<file path="config.mk">
export PLATFORM = sky130hd
export DESIGN_NAME = apt_irq_top
export DESIGN_NICKNAME = d
export VERILOG_FILES = /design/src/logic/apt_pkg.sv /design/src/logic/apt_irq_top.sv /design/src/logic/apt_down_counter.sv /design/src/logic/apt_alarm_match.sv
export SDC_FILE = /design/constraint.sdc
export NUM_CORES = 1
export LEC_CHECK = 0
export BUFFER_PORTS_ARGS = -buffer_cell sky130_fd_sc_hd__buf_2
export CORE_MARGIN = 4
export CORE_UTILIZATION = 42
export DETAILED_ROUTE_END_ITERATION = 10
export HOLD_SLACK_MARGIN = 0.06
export MAX_ROUTING_LAYER = met4
export PLACE_DENSITY = 0.73
export SLEW_MARGIN = 20
export SYNTH_ARGS = -nofsm -noshare
export SYNTH_HDL_FRONTEND = slang
export SYNTH_SLANG_ARGS = --single-unit
</file>
<file path="constraint.sdc">
create_clock -name core_clk -period 3.03 [get_ports core_clk]
set_input_delay 0.1515 -clock core_clk [delete_from_list [all_inputs] [get_ports core_clk]]
set_output_delay 0.1515 -clock core_clk [all_outputs]
set_load 0.02 [all_outputs]
</file>
<file path="src/logic/apt_pkg.sv">
// Shared constants and carrier types for the alarm and periodic timer block.
// Assumes a single 40 MHz core clock and a same-clock time-keeping core.
package apt_pkg;
    // Register offsets.
    localparam logic [7:0] ADDR_ALARM_MIN = 8'h18;
    localparam logic [7:0] ADDR_ALARM_HOUR = 8'h19;
    localparam logic [7:0] ADDR_ALARM_DAY = 8'h1A;
    localparam logic [7:0] ADDR_PRESET_LO = 8'h1B;
    localparam logic [7:0] ADDR_PRESET_HI = 8'h1C;
    localparam logic [7:0] ADDR_EXT = 8'h1D;
    localparam logic [7:0] ADDR_FLAGS = 8'h1E;
    localparam logic [7:0] ADDR_CTRL = 8'h1F;
    // Field positions.
    localparam int CMP_DIS_BIT = 7;
    localparam int EXT_TIMER_RUN_BIT = 4;
    localparam int EXT_WEEK_DATE_BIT = 3;
    localparam int FLAG_PERIODIC_BIT = 4;
    localparam int FLAG_ALARM_BIT = 3;
    localparam int CTRL_STOP_BIT = 6;
    localparam int CTRL_ALARM_IE_BIT = 3;
    localparam int CTRL_TIMER_STOP_BIT = 2;
    // Reset values.
    localparam logic [7:0] ALARM_RESET = 8'h80;
    localparam logic [7:0] EXT_RESET = 8'h00;
    localparam logic [7:0] CTRL_RESET = 8'h00;
    localparam logic [15:0] PRESET_RESET = 16'h0000;
    // Writable bit masks.
    localparam logic [7:0] EXT_WMASK = 8'hFF;
    localparam logic [7:0] CTRL_WMASK = 8'hFC;
    // Timing: alarm flag must follow a match within this time.
    localparam longint CLK_HZ = 40000000;
    localparam longint ALARM_LAT_NS = 1460000;
    localparam longint ALARM_LAT_CYC = (ALARM_LAT_NS * CLK_HZ) / 1000000000;

    typedef enum logic [2:0] {
        SRC_4096HZ = 3'b000,
        SRC_64HZ = 3'b001,
        SRC_1HZ = 3'b010,
        SRC_MINUTE = 3'b011,
        SRC_HOUR = 3'b100
    } apt_src_t;

    // Present time from the time-keeping core, in BCD except the weekday, which has one bit per day.
    typedef struct packed {
        logic [6:0] minute;
        logic [5:0] hour;
        logic [6:0] weekday;
        logic [5:0] date;
    } apt_time_t;

    // One-cycle tick pulses from the time base.
    typedef struct packed {
        logic hz4096;
        logic hz64;
        logic hz1;
        logic minute;
        logic hour;
    } apt_ticks_t;
endpackage : apt_pkg

</file>
<file path="src/logic/apt_irq_top.sv">
// Alarm and periodic timer interrupt block with its register file.
// Assumes a host on a plain strobe bus and a same-clock time-keeping core.
//
// Decided for this implementation: the address-and-strobe port.
`timescale 1ns/1ps
module apt_irq_top #(
    parameter longint ALARM_LAT_LIMIT = apt_pkg::ALARM_LAT_CYC
) (
    // Clock and reset.
    input wire logic core_clk,
    input wire logic reset,
    // Register port.
    input wire logic [7:0] regAddr,
    input wire logic [7:0] regWrData,
    input wire logic regWrite,
    input wire logic regRead,
    output logic [7:0] regRdData,
    // Time base.
    input wire apt_pkg::apt_ticks_t ticks,
    input wire logic minuteUpdate,
    input wire apt_pkg::apt_time_t now,
    // First interrupt pin, open drain.
    output logic interruptOutFirst,
    output logic interruptOutFirstOe,
    // Periodic timer status.
    output logic periodicEvent
);
    import apt_pkg::*;

    logic [7:0] alarmMin_r;
    logic [7:0] alarmHour_r;
    logic [7:0] alarmDay_r;
    logic [15:0] preset_r;
    logic [7:0] ext_r;
    logic [7:0] ctrl_r;
    logic alarmFlag_r;
    logic alarmFlag_nxt;
    logic periodicFlag_r;
    logic periodicFlag_nxt;
    logic timerRunPrev_r;
    logic irqOe_r;
    logic [7:0] rdData_r;
    logic [7:0] rdMux;
    logic wrAlarmMin;
    logic wrAlarmHour;
    logic wrAlarmDay;
    logic wrFlags;
    logic timerRun;
    logic timerLoad;
    logic timerGo;
    logic srcTick;
    logic [15:0] timerCount;
    logic timerExpired;
    logic alarmMatch;
    logic alarmEvent;
    logic stopBit;
    apt_src_t src;

    assign wrAlarmMin = regWrite && regAddr == ADDR_ALARM_MIN;
    assign wrAlarmHour = regWrite && regAddr == ADDR_ALARM_HOUR;
    assign wrAlarmDay = regWrite && regAddr == ADDR_ALARM_DAY;
    assign wrFlags = regWrite && regAddr == ADDR_FLAGS;
    assign stopBit = ctrl_r[CTRL_STOP_BIT];
    assign timerRun = ext_r[EXT_TIMER_RUN_BIT];
    assign src = apt_src_t'(ext_r[2:0]);

    // Alarm settings, also usable as plain storage.
    always_ff @(posedge core_clk)
    begin
        if (reset)
        begin
            alarmMin_r <= ALARM_RESET;
            alarmHour_r <= ALARM_RESET;
            alarmDay_r <= ALARM_RESET;
        end
        else
        begin
            if (wrAlarmMin)
            begin
                alarmMin_r <= regWrData;
            end
            if (wrAlarmHour)
            begin
                alarmHour_r <= regWrData;
            end
            if (wrAlarmDay)
            begin
                alarmDay_r <= regWrData;
            end
        end
    end

    // Timer preset, extension and control settings.
    always_ff @(posedge core_clk)
    begin
        if (reset)
        begin
            preset_r <= PRESET_RESET;
            ext_r <= EXT_RESET;
            ctrl_r <= CTRL_RESET;
        end
        else if (regWrite)
        begin
            unique case (regAddr)
                ADDR_PRESET_LO: preset_r[7:0] <= regWrData;
                ADDR_PRESET_HI: preset_r[15:8] <= regWrData;
                ADDR_EXT: ext_r <= regWrData & EXT_WMASK;
                ADDR_CTRL: ctrl_r <= regWrData & CTRL_WMASK;
                default: ;
            endcase
        end
    end

    // Tick source selection; a stop halts all but the fastest source.
    always_comb
    begin
        unique case (src)
            SRC_4096HZ: srcTick = ticks.hz4096;
            SRC_64HZ: srcTick = ticks.hz64;
            SRC_1HZ: srcTick = ticks.hz1;
            SRC_MINUTE: srcTick = ticks.minute;
            SRC_HOUR: srcTick = ticks.hour;
            default: srcTick = 1'b0;
        endcase
    end

    assign timerGo = timerRun && !ctrl_r[CTRL_TIMER_STOP_BIT] && !(stopBit && src != SRC_4096HZ);

    // Detects the timer run bit going from zero to one.
    always_ff @(posedge core_clk)
    begin
        if (reset)
        begin
            timerRunPrev_r <= 1'b0;
        end
        else
        begin
            timerRunPrev_r <= timerRun;
        end
    end

    assign timerLoad = timerRun && !timerRunPrev_r;

    apt_down_counter timerCounter (
        .core_clk(core_clk),
        .reset(reset),
        .load(timerLoad),
        .run(timerGo),
        .tick(srcTick),
        .preset(preset_r),
        .count(timerCount),
        .expired(timerExpired)
    );

    apt_alarm_match alarmCompare (
        .core_clk(core_clk),
        .reset(reset),
        .minuteUpdate(minuteUpdate),
        .now(now),
        .alarmMin(alarmMin_r),
        .alarmHour(alarmHour_r),
        .alarmDay(alarmDay_r),
        .weekOrDateSelect(ext_r[EXT_WEEK_DATE_BIT]),
        .match(alarmMatch)
    );

    assign alarmEvent = alarmMatch && !stopBit;

    // Flags: an event in the clearing cycle wins over the clear.
    always_comb
    begin
        alarmFlag_nxt = alarmFlag_r;
        if (alarmEvent)
        begin
            alarmFlag_nxt = 1'b1;
        end
        else if (wrFlags && !regWrData[FLAG_ALARM_BIT])
        begin
            alarmFlag_nxt = 1'b0;
        end
        periodicFlag_nxt = periodicFlag_r;
        if (timerExpired)
        begin
            periodicFlag_nxt = 1'b1;
        end
        else if (wrFlags && !regWrData[FLAG_PERIODIC_BIT])
        begin
            periodicFlag_nxt = 1'b0;
        end
    end

    always_ff @(posedge core_clk)
    begin
        if (reset)
        begin
            alarmFlag_r <= 1'b0;
            periodicFlag_r <= 1'b0;
        end
        else
        begin
            alarmFlag_r <= alarmFlag_nxt;
            periodicFlag_r <= periodicFlag_nxt;
        end
    end

    // The enable gates only the pin; the low level holds while the flag stands.
    always_ff @(posedge core_clk)
    begin
        if (reset)
        begin
            irqOe_r <= 1'b0;
        end
        else
        begin
            irqOe_r <= alarmFlag_r && ctrl_r[CTRL_ALARM_IE_BIT];
        end
    end

    assign interruptOutFirst = 1'b0;
    assign interruptOutFirstOe = irqOe_r;
    assign periodicEvent = timerExpired;

    // Read mux; the timer registers show the live count while running.
    always_comb
    begin
        unique case (regAddr)
            ADDR_ALARM_MIN: rdMux = alarmMin_r;
            ADDR_ALARM_HOUR: rdMux = alarmHour_r;
            ADDR_ALARM_DAY: rdMux = alarmDay_r;
            ADDR_PRESET_LO: rdMux = timerRun ? timerCount[7:0] : preset_r[7:0];
            ADDR_PRESET_HI: rdMux = timerRun ? timerCount[15:8] : preset_r[15:8];
            ADDR_EXT: rdMux = ext_r;
            ADDR_FLAGS: rdMux = {3'h0, periodicFlag_r, alarmFlag_r, 3'h0};
            ADDR_CTRL: rdMux = ctrl_r;
            default: rdMux = 8'h00;
        endcase
    end

    always_ff @(posedge core_clk)
    begin
        if (reset)
        begin
            rdData_r <= 8'h00;
        end
        else
        begin
            rdData_r <= regRead ? rdMux : 8'h00;
        end
    end

    assign regRdData = rdData_r;

    // Helper: cycles since a match with the flag still low.
    logic [31:0] latCnt_r;
    always_ff @(posedge core_clk)
    begin
        if (reset || alarmFlag_r || (!stopBit && alarmMatch == 1'b0 && latCnt_r == 32'h0))
        begin
            latCnt_r <= 32'h0;
        end
        else if (alarmEvent || latCnt_r != 32'h0)
        begin
            latCnt_r <= latCnt_r + 32'h1;
        end
    end

    alarmLatency_a: assert property (@(posedge core_clk) disable iff (reset)
        latCnt_r <= 32'(ALARM_LAT_LIMIT))
        else $error("Alarm flag late after match.");

    alarmSets_a: assert property (@(posedge core_clk) disable iff (reset)
        alarmEvent |=> alarmFlag_r)
        else $error("Alarm event did not set flag.");

    alarmPin_a: assert property (@(posedge core_clk) disable iff (reset)
        alarmEvent && ctrl_r[CTRL_ALARM_IE_BIT] && !regWrite |-> ##2 interruptOutFirstOe)
        else $error("Enabled alarm did not pull the pin.");

    alarmHold_a: assert property (@(posedge core_clk) disable iff (reset)
        alarmFlag_r && !(wrFlags && !regWrData[FLAG_ALARM_BIT]) |=> alarmFlag_r)
        else $error("Alarm flag dropped without a clear.");

    alarmClear_a: assert property (@(posedge core_clk) disable iff (reset)
        wrFlags && !regWrData[FLAG_ALARM_BIT] && !alarmEvent |=> ##1 !interruptOutFirstOe)
        else $error("Clearing the flag did not release the pin.");

    stopBlocks_a: assert property (@(posedge core_clk) disable iff (reset)
        stopBit && !alarmFlag_r && !(regWrite && regAddr == ADDR_CTRL) |=> !alarmFlag_r)
        else $error("Alarm flag set while clock stopped.");

    enableOnly_a: assert property (@(posedge core_clk) disable iff (reset)
        regWrite && regAddr == ADDR_CTRL && alarmFlag_r && !wrFlags |=> alarmFlag_r)
        else $error("Control write changed the alarm flag.");

    timerFlag_a: assert property (@(posedge core_clk) disable iff (reset)
        timerExpired |=> periodicFlag_r)
        else $error("Timer event did not set periodic flag.");

    timerRestart_a: assert property (@(posedge core_clk) disable iff (reset)
        timerLoad |=> timerCount == $past(preset_r))
        else $error("Timer did not restart from preset.");

    pinDrivesLow_a: assert property (@(posedge core_clk) disable iff (reset)
        interruptOutFirstOe |-> interruptOutFirst == 1'b0 && $past(alarmFlag_r))
        else $error("Open-drain pin driven without a standing alarm.");

    alarmFired_c: cover property (@(posedge core_clk) disable iff (reset)
        alarmEvent ##2 interruptOutFirstOe);
    timerFired_c: cover property (@(posedge core_clk) disable iff (reset)
        timerExpired ##1 periodicFlag_r);
    flagCleared_c: cover property (@(posedge core_clk) disable iff (reset)
        alarmFlag_r ##1 !alarmFlag_r);
endmodule : apt_irq_top

</file>
<file path="src/logic/apt_down_counter.sv">
// Sixteen-bit reloading down counter for the periodic timer.
// Assumes tick is a one-cycle pulse on core_clk.
`timescale 1ns/1ps
module apt_down_counter (
    // Clock and reset.
    input wire logic core_clk,
    input wire logic reset,
    // Control.
    input wire logic load,
    input wire logic run,
    input wire logic tick,
    input wire logic [15:0] preset,
    // Status.
    output logic [15:0] count,
    output logic expired
);
    import apt_pkg::*;

    // Counts down on ticks, restarts from the preset on load or after expiry.
    always_ff @(posedge core_clk)
    begin
        if (reset)
        begin
            count <= PRESET_RESET;
        end
        else if (load)
        begin
            count <= preset;
        end
        else if (run && tick && count != 16'h0000)
        begin
            if (count == 16'h0001)
            begin
                count <= preset;
            end
            else
            begin
                count <= count - 16'h0001;
            end
        end
    end

    always_ff @(posedge core_clk)
    begin
        if (reset)
        begin
            expired <= 1'b0;
        end
        else
        begin
            expired <= !load && run && tick && count == 16'h0001;
        end
    end

    reloadAfterExpiry_a: assert property (@(posedge core_clk) disable iff (reset)
        expired |-> count == $past(preset))
        else $error("Counter did not reload after expiry.");
endmodule : apt_down_counter

</file>
<file path="src/logic/apt_alarm_match.sv">
// Alarm comparator, evaluated once per minute update of the time counters.
// Assumes minuteUpdate pulses in the cycle after the counters advance.
`timescale 1ns/1ps
module apt_alarm_match (
    // Clock and reset.
    input wire logic core_clk,
    input wire logic reset,
    // Time and settings.
    input wire logic minuteUpdate,
    input wire apt_pkg::apt_time_t now,
    input wire logic [7:0] alarmMin,
    input wire logic [7:0] alarmHour,
    input wire logic [7:0] alarmDay,
    input wire logic weekOrDateSelect,
    // Result.
    output logic match
);
    import apt_pkg::*;

    logic minOk;
    logic hourOk;
    logic dayOk;

    // A field with its compare-disable bit set is left out of the match.
    always_comb
    begin
        minOk = alarmMin[CMP_DIS_BIT] || now.minute == alarmMin[6:0];
        hourOk = alarmHour[CMP_DIS_BIT] || now.hour == alarmHour[5:0];
        if (alarmDay[CMP_DIS_BIT])
        begin
            dayOk = 1'b1;
        end
        else if (weekOrDateSelect)
        begin
            dayOk = now.date == alarmDay[5:0];
        end
        else
        begin
            dayOk = |(now.weekday & alarmDay[6:0]);
        end
    end

    // Only the minute update can start a match, so present time never fires at once.
    always_ff @(posedge core_clk)
    begin
        if (reset)
        begin
            match <= 1'b0;
        end
        else
        begin
            match <= minuteUpdate && minOk && hourOk && dayOk;
        end
    end

    matchOnUpdate_a: assert property (@(posedge core_clk) disable iff (reset)
        match |-> $past(minuteUpdate))
        else $error("Alarm match outside a minute update.");
endmodule : apt_alarm_match

</file>
==> metrics.cfg <==
[status]
status=finished, final reports clean

[cells_and_area]
final_common_cell=nand2_1
stdcell_area_mm2=0.00495
syn_to_final_growth_pct=12.5
n_antenna_cell=0
finalNetCount=640
n_fill_cell=1020
stdcell_count=725
final_cell_mix=nand2_1, dfxtp_1, a21oi_1
drive_above_1_share=0.177

[setup_path]
cp_top_family=simple AND/OR/NAND/NOR gates
critPathBufInv=0
r2r_slack_ps=440
critPathMaxStageDelay_ps=590
worstPathMaxFanout=10
critPathRequiredTime_ps=3310
reg2reg_from=timerCounter.count[7]
startpoint=timerCounter.count[7]
cp.arrival_ps=2880
worstSetupPathType=reg2reg
crit_chain=or3_1, or4_4, o41a_1, mux2i_1, or2_2, a21oi_1
slowest_stage=o41a_1
crit_path_end_kind=flop
worstSetupStartpointType=flop

[placed_design]
dpl.cell_count=710
io_buffers=61
dp_slack_ps=466
place_area_mm2=0.00475
place.gp.congestion=0.869
dp_hpwl_um=8630

[run]
max_cap_violations=0

[floorplan]
dieArea_mm2=0.0122
die_w_um=110
core-area_mm2=0.0103
row_count=37
ioPinCount=63
die_y_um=110
start_util=0.429

[synth]
synth_cells=545
ys_seq_area_frac=0.382
ys_ff_latch=84
synth_warnings=0
yosys.area.top_type_share=0.382
yosys.cell_types.count=53
syn_area_per_cell_um2=8.08
synth_top_flop_cell=dfxtp_1
synthArstFlopShare=0
yosysTopAreaCell=dfxtp_1
syn_nets=600
synth_edf_count=0
syn-cell-area_mm2=0.00440
synthTopCellsByArea=dfxtp_1, nand2_1, a21oi_1

[sta]
fin_ws_ps=437
fin_hold_ws_ps=82.1
fin_skew_ps=11.3
tightest_slew_ps=813
slew_headroom=0.458
drv_slew=0
max_freq_mhz=386
rsz0062_at_grt=no
period_needed_ps=2590
finalSetupTns_ps=0
setup_viol=0
period_share=0.856
hold_viol=0

[cts]
clk_pin_slew_worst_paths_ps=90
h-tree-depth=3
cts_setup_buffers=0
cts_sinks=84
cts_root_buffer=clkbuf_8
ctsResizeCount=0
cts_made_buffers=9
cts_tree=done
clk_latency_ps=360
cts.path.max_buffers=2
cts_hold_buffers=0

[pwr]
ir_drop_mv=0.210
p_leak_nw=1.99
p_per_area_mw_per_mm2=418

[min_path]
hp-class=in2reg
hp-start=minuteUpdate

[detailed_routing]
drcViolationCount=0
viasPerCell=5.72
num_vias=4149
wire_per_inst_um=16.9
antenna_left=0
dr.pass1.iters=5
drt_iter0_markers=393
finalWirelength_um=12200

[global_routing]
grt_pass1_wl_um=20000
grt_pass1_vias=4033
antenna_found_initial=0
gr-total-overflow=0
grt_max_degree=78
grt_usage=0.206

## flip-flops by register name, summed over array words and instances (netlist names), 6 cells and up
| register | flops |
|---|---|
| alarmDay_r | 8 |
| alarmHour_r | 8 |
| alarmMin_r | 8 |
| ctrl_r | 6 |
| ext_r | 8 |
| preset_r | 16 |
| regRdData | 8 |
| timerCounter.count | 16 |
## report_power, final
group | internal (mW) | switching, mW
clock | 0.427 | 0.405
combinational | 0.0484 | 0.0816
sequential | 1.11 | 0.00221
## cells by family (layout without fill, tap and decap cells)
| kind of cell | count (synthesis) | in the layout | share of synthesized area |
|---|---|---|---|
| compound gates | 134 | 134 | 0.183 |
| xor+xnor | 19 | 19 | 0.0378 |
| fa+ha+maj | 3 | 3 | 0.00852 |
| buf+inv | 46 | 90 | 0.0503 |
| flops | 84 | 84 | 0.382 |
| mux | 42 | 42 | 0.107 |
| other cells | 1 | 1 | 0.000851 |
| simple gates | 216 | 216 | 0.231 |
## final timing paths
kind	cells past startpoint	to
setup reg to reg	6	timerCounter.count[14]
setup / recovery	6	timerCounter.count[14]
hold / removal	2	alarmCompare.match
hold reg to reg	2	periodicFlag_r
## cells in the mapped netlist, types with 4 or more instances
cell	instances
dfxtp_1	84
a22oi_1	8
o21ai_0	25
mux2_2	11
nor3_1	10
inv_1	8
a32oi_1	4
nand3b_1	4
a31oi_1	4
mux2i_1	28
xnor2_1	8
or3_1	4
nand3_1	27
buf_1	4
nor2b_1	5
and3_1	6
nand2_1	94
a21oi_1	70
clkbuf_1	24
a21o_1	8
nand2b_1	6
buf_2	5
nor4_1	7
xor2_1	11
or2_2	4
nor2_1	34
## worst reg2reg max path: stages (launching register included)
cell and delay, ps:
dfxtp_1 360, or3_1 470, or4_4 520, o41a_1 590, mux2i_1 180, or2_2 280, a21oi_1 110
## stage by stage
| step | util | power (mW) |
|---|---|---|
| 4_1_cts | 0.482 | 2.09 |
| 3_3_place_gp | 0.462 | 1.26 |
| 2_1_floorplan | - | 1.20 |
| 6_report | 0.482 | 2.07 |
| 3_5_place_dp | 0.462 | 1.26 |
| 5_1_grt | 0.482 | 2.15 |
## cell type report
| cell class | count | area (um2) | share of cell area |
|---|---|---|---|
| Clock inverter | 4 | 56.3 | 0.0114 |
| Sequential cell | 84 | 1680 | 0.339 |
| Timing Repair Buffer | 67 | 363 | 0.0733 |
| Multi-Input combinational cell | 415 | 2500 | 0.505 |
| Clock buffer | 11 | 151 | 0.0306 |
| Inverter | 8 | 30.0 | 0.00606 |
| Tap cell | 136 | 170 | 0.0344 |
## per-layer routing
layer,routed length [um],track usage
met2,5810,0.320
met1,5140,0.266
met4,314,0.0780
met5,0,-
met3,954,0.0389
(Power assumes the default switching activity.)
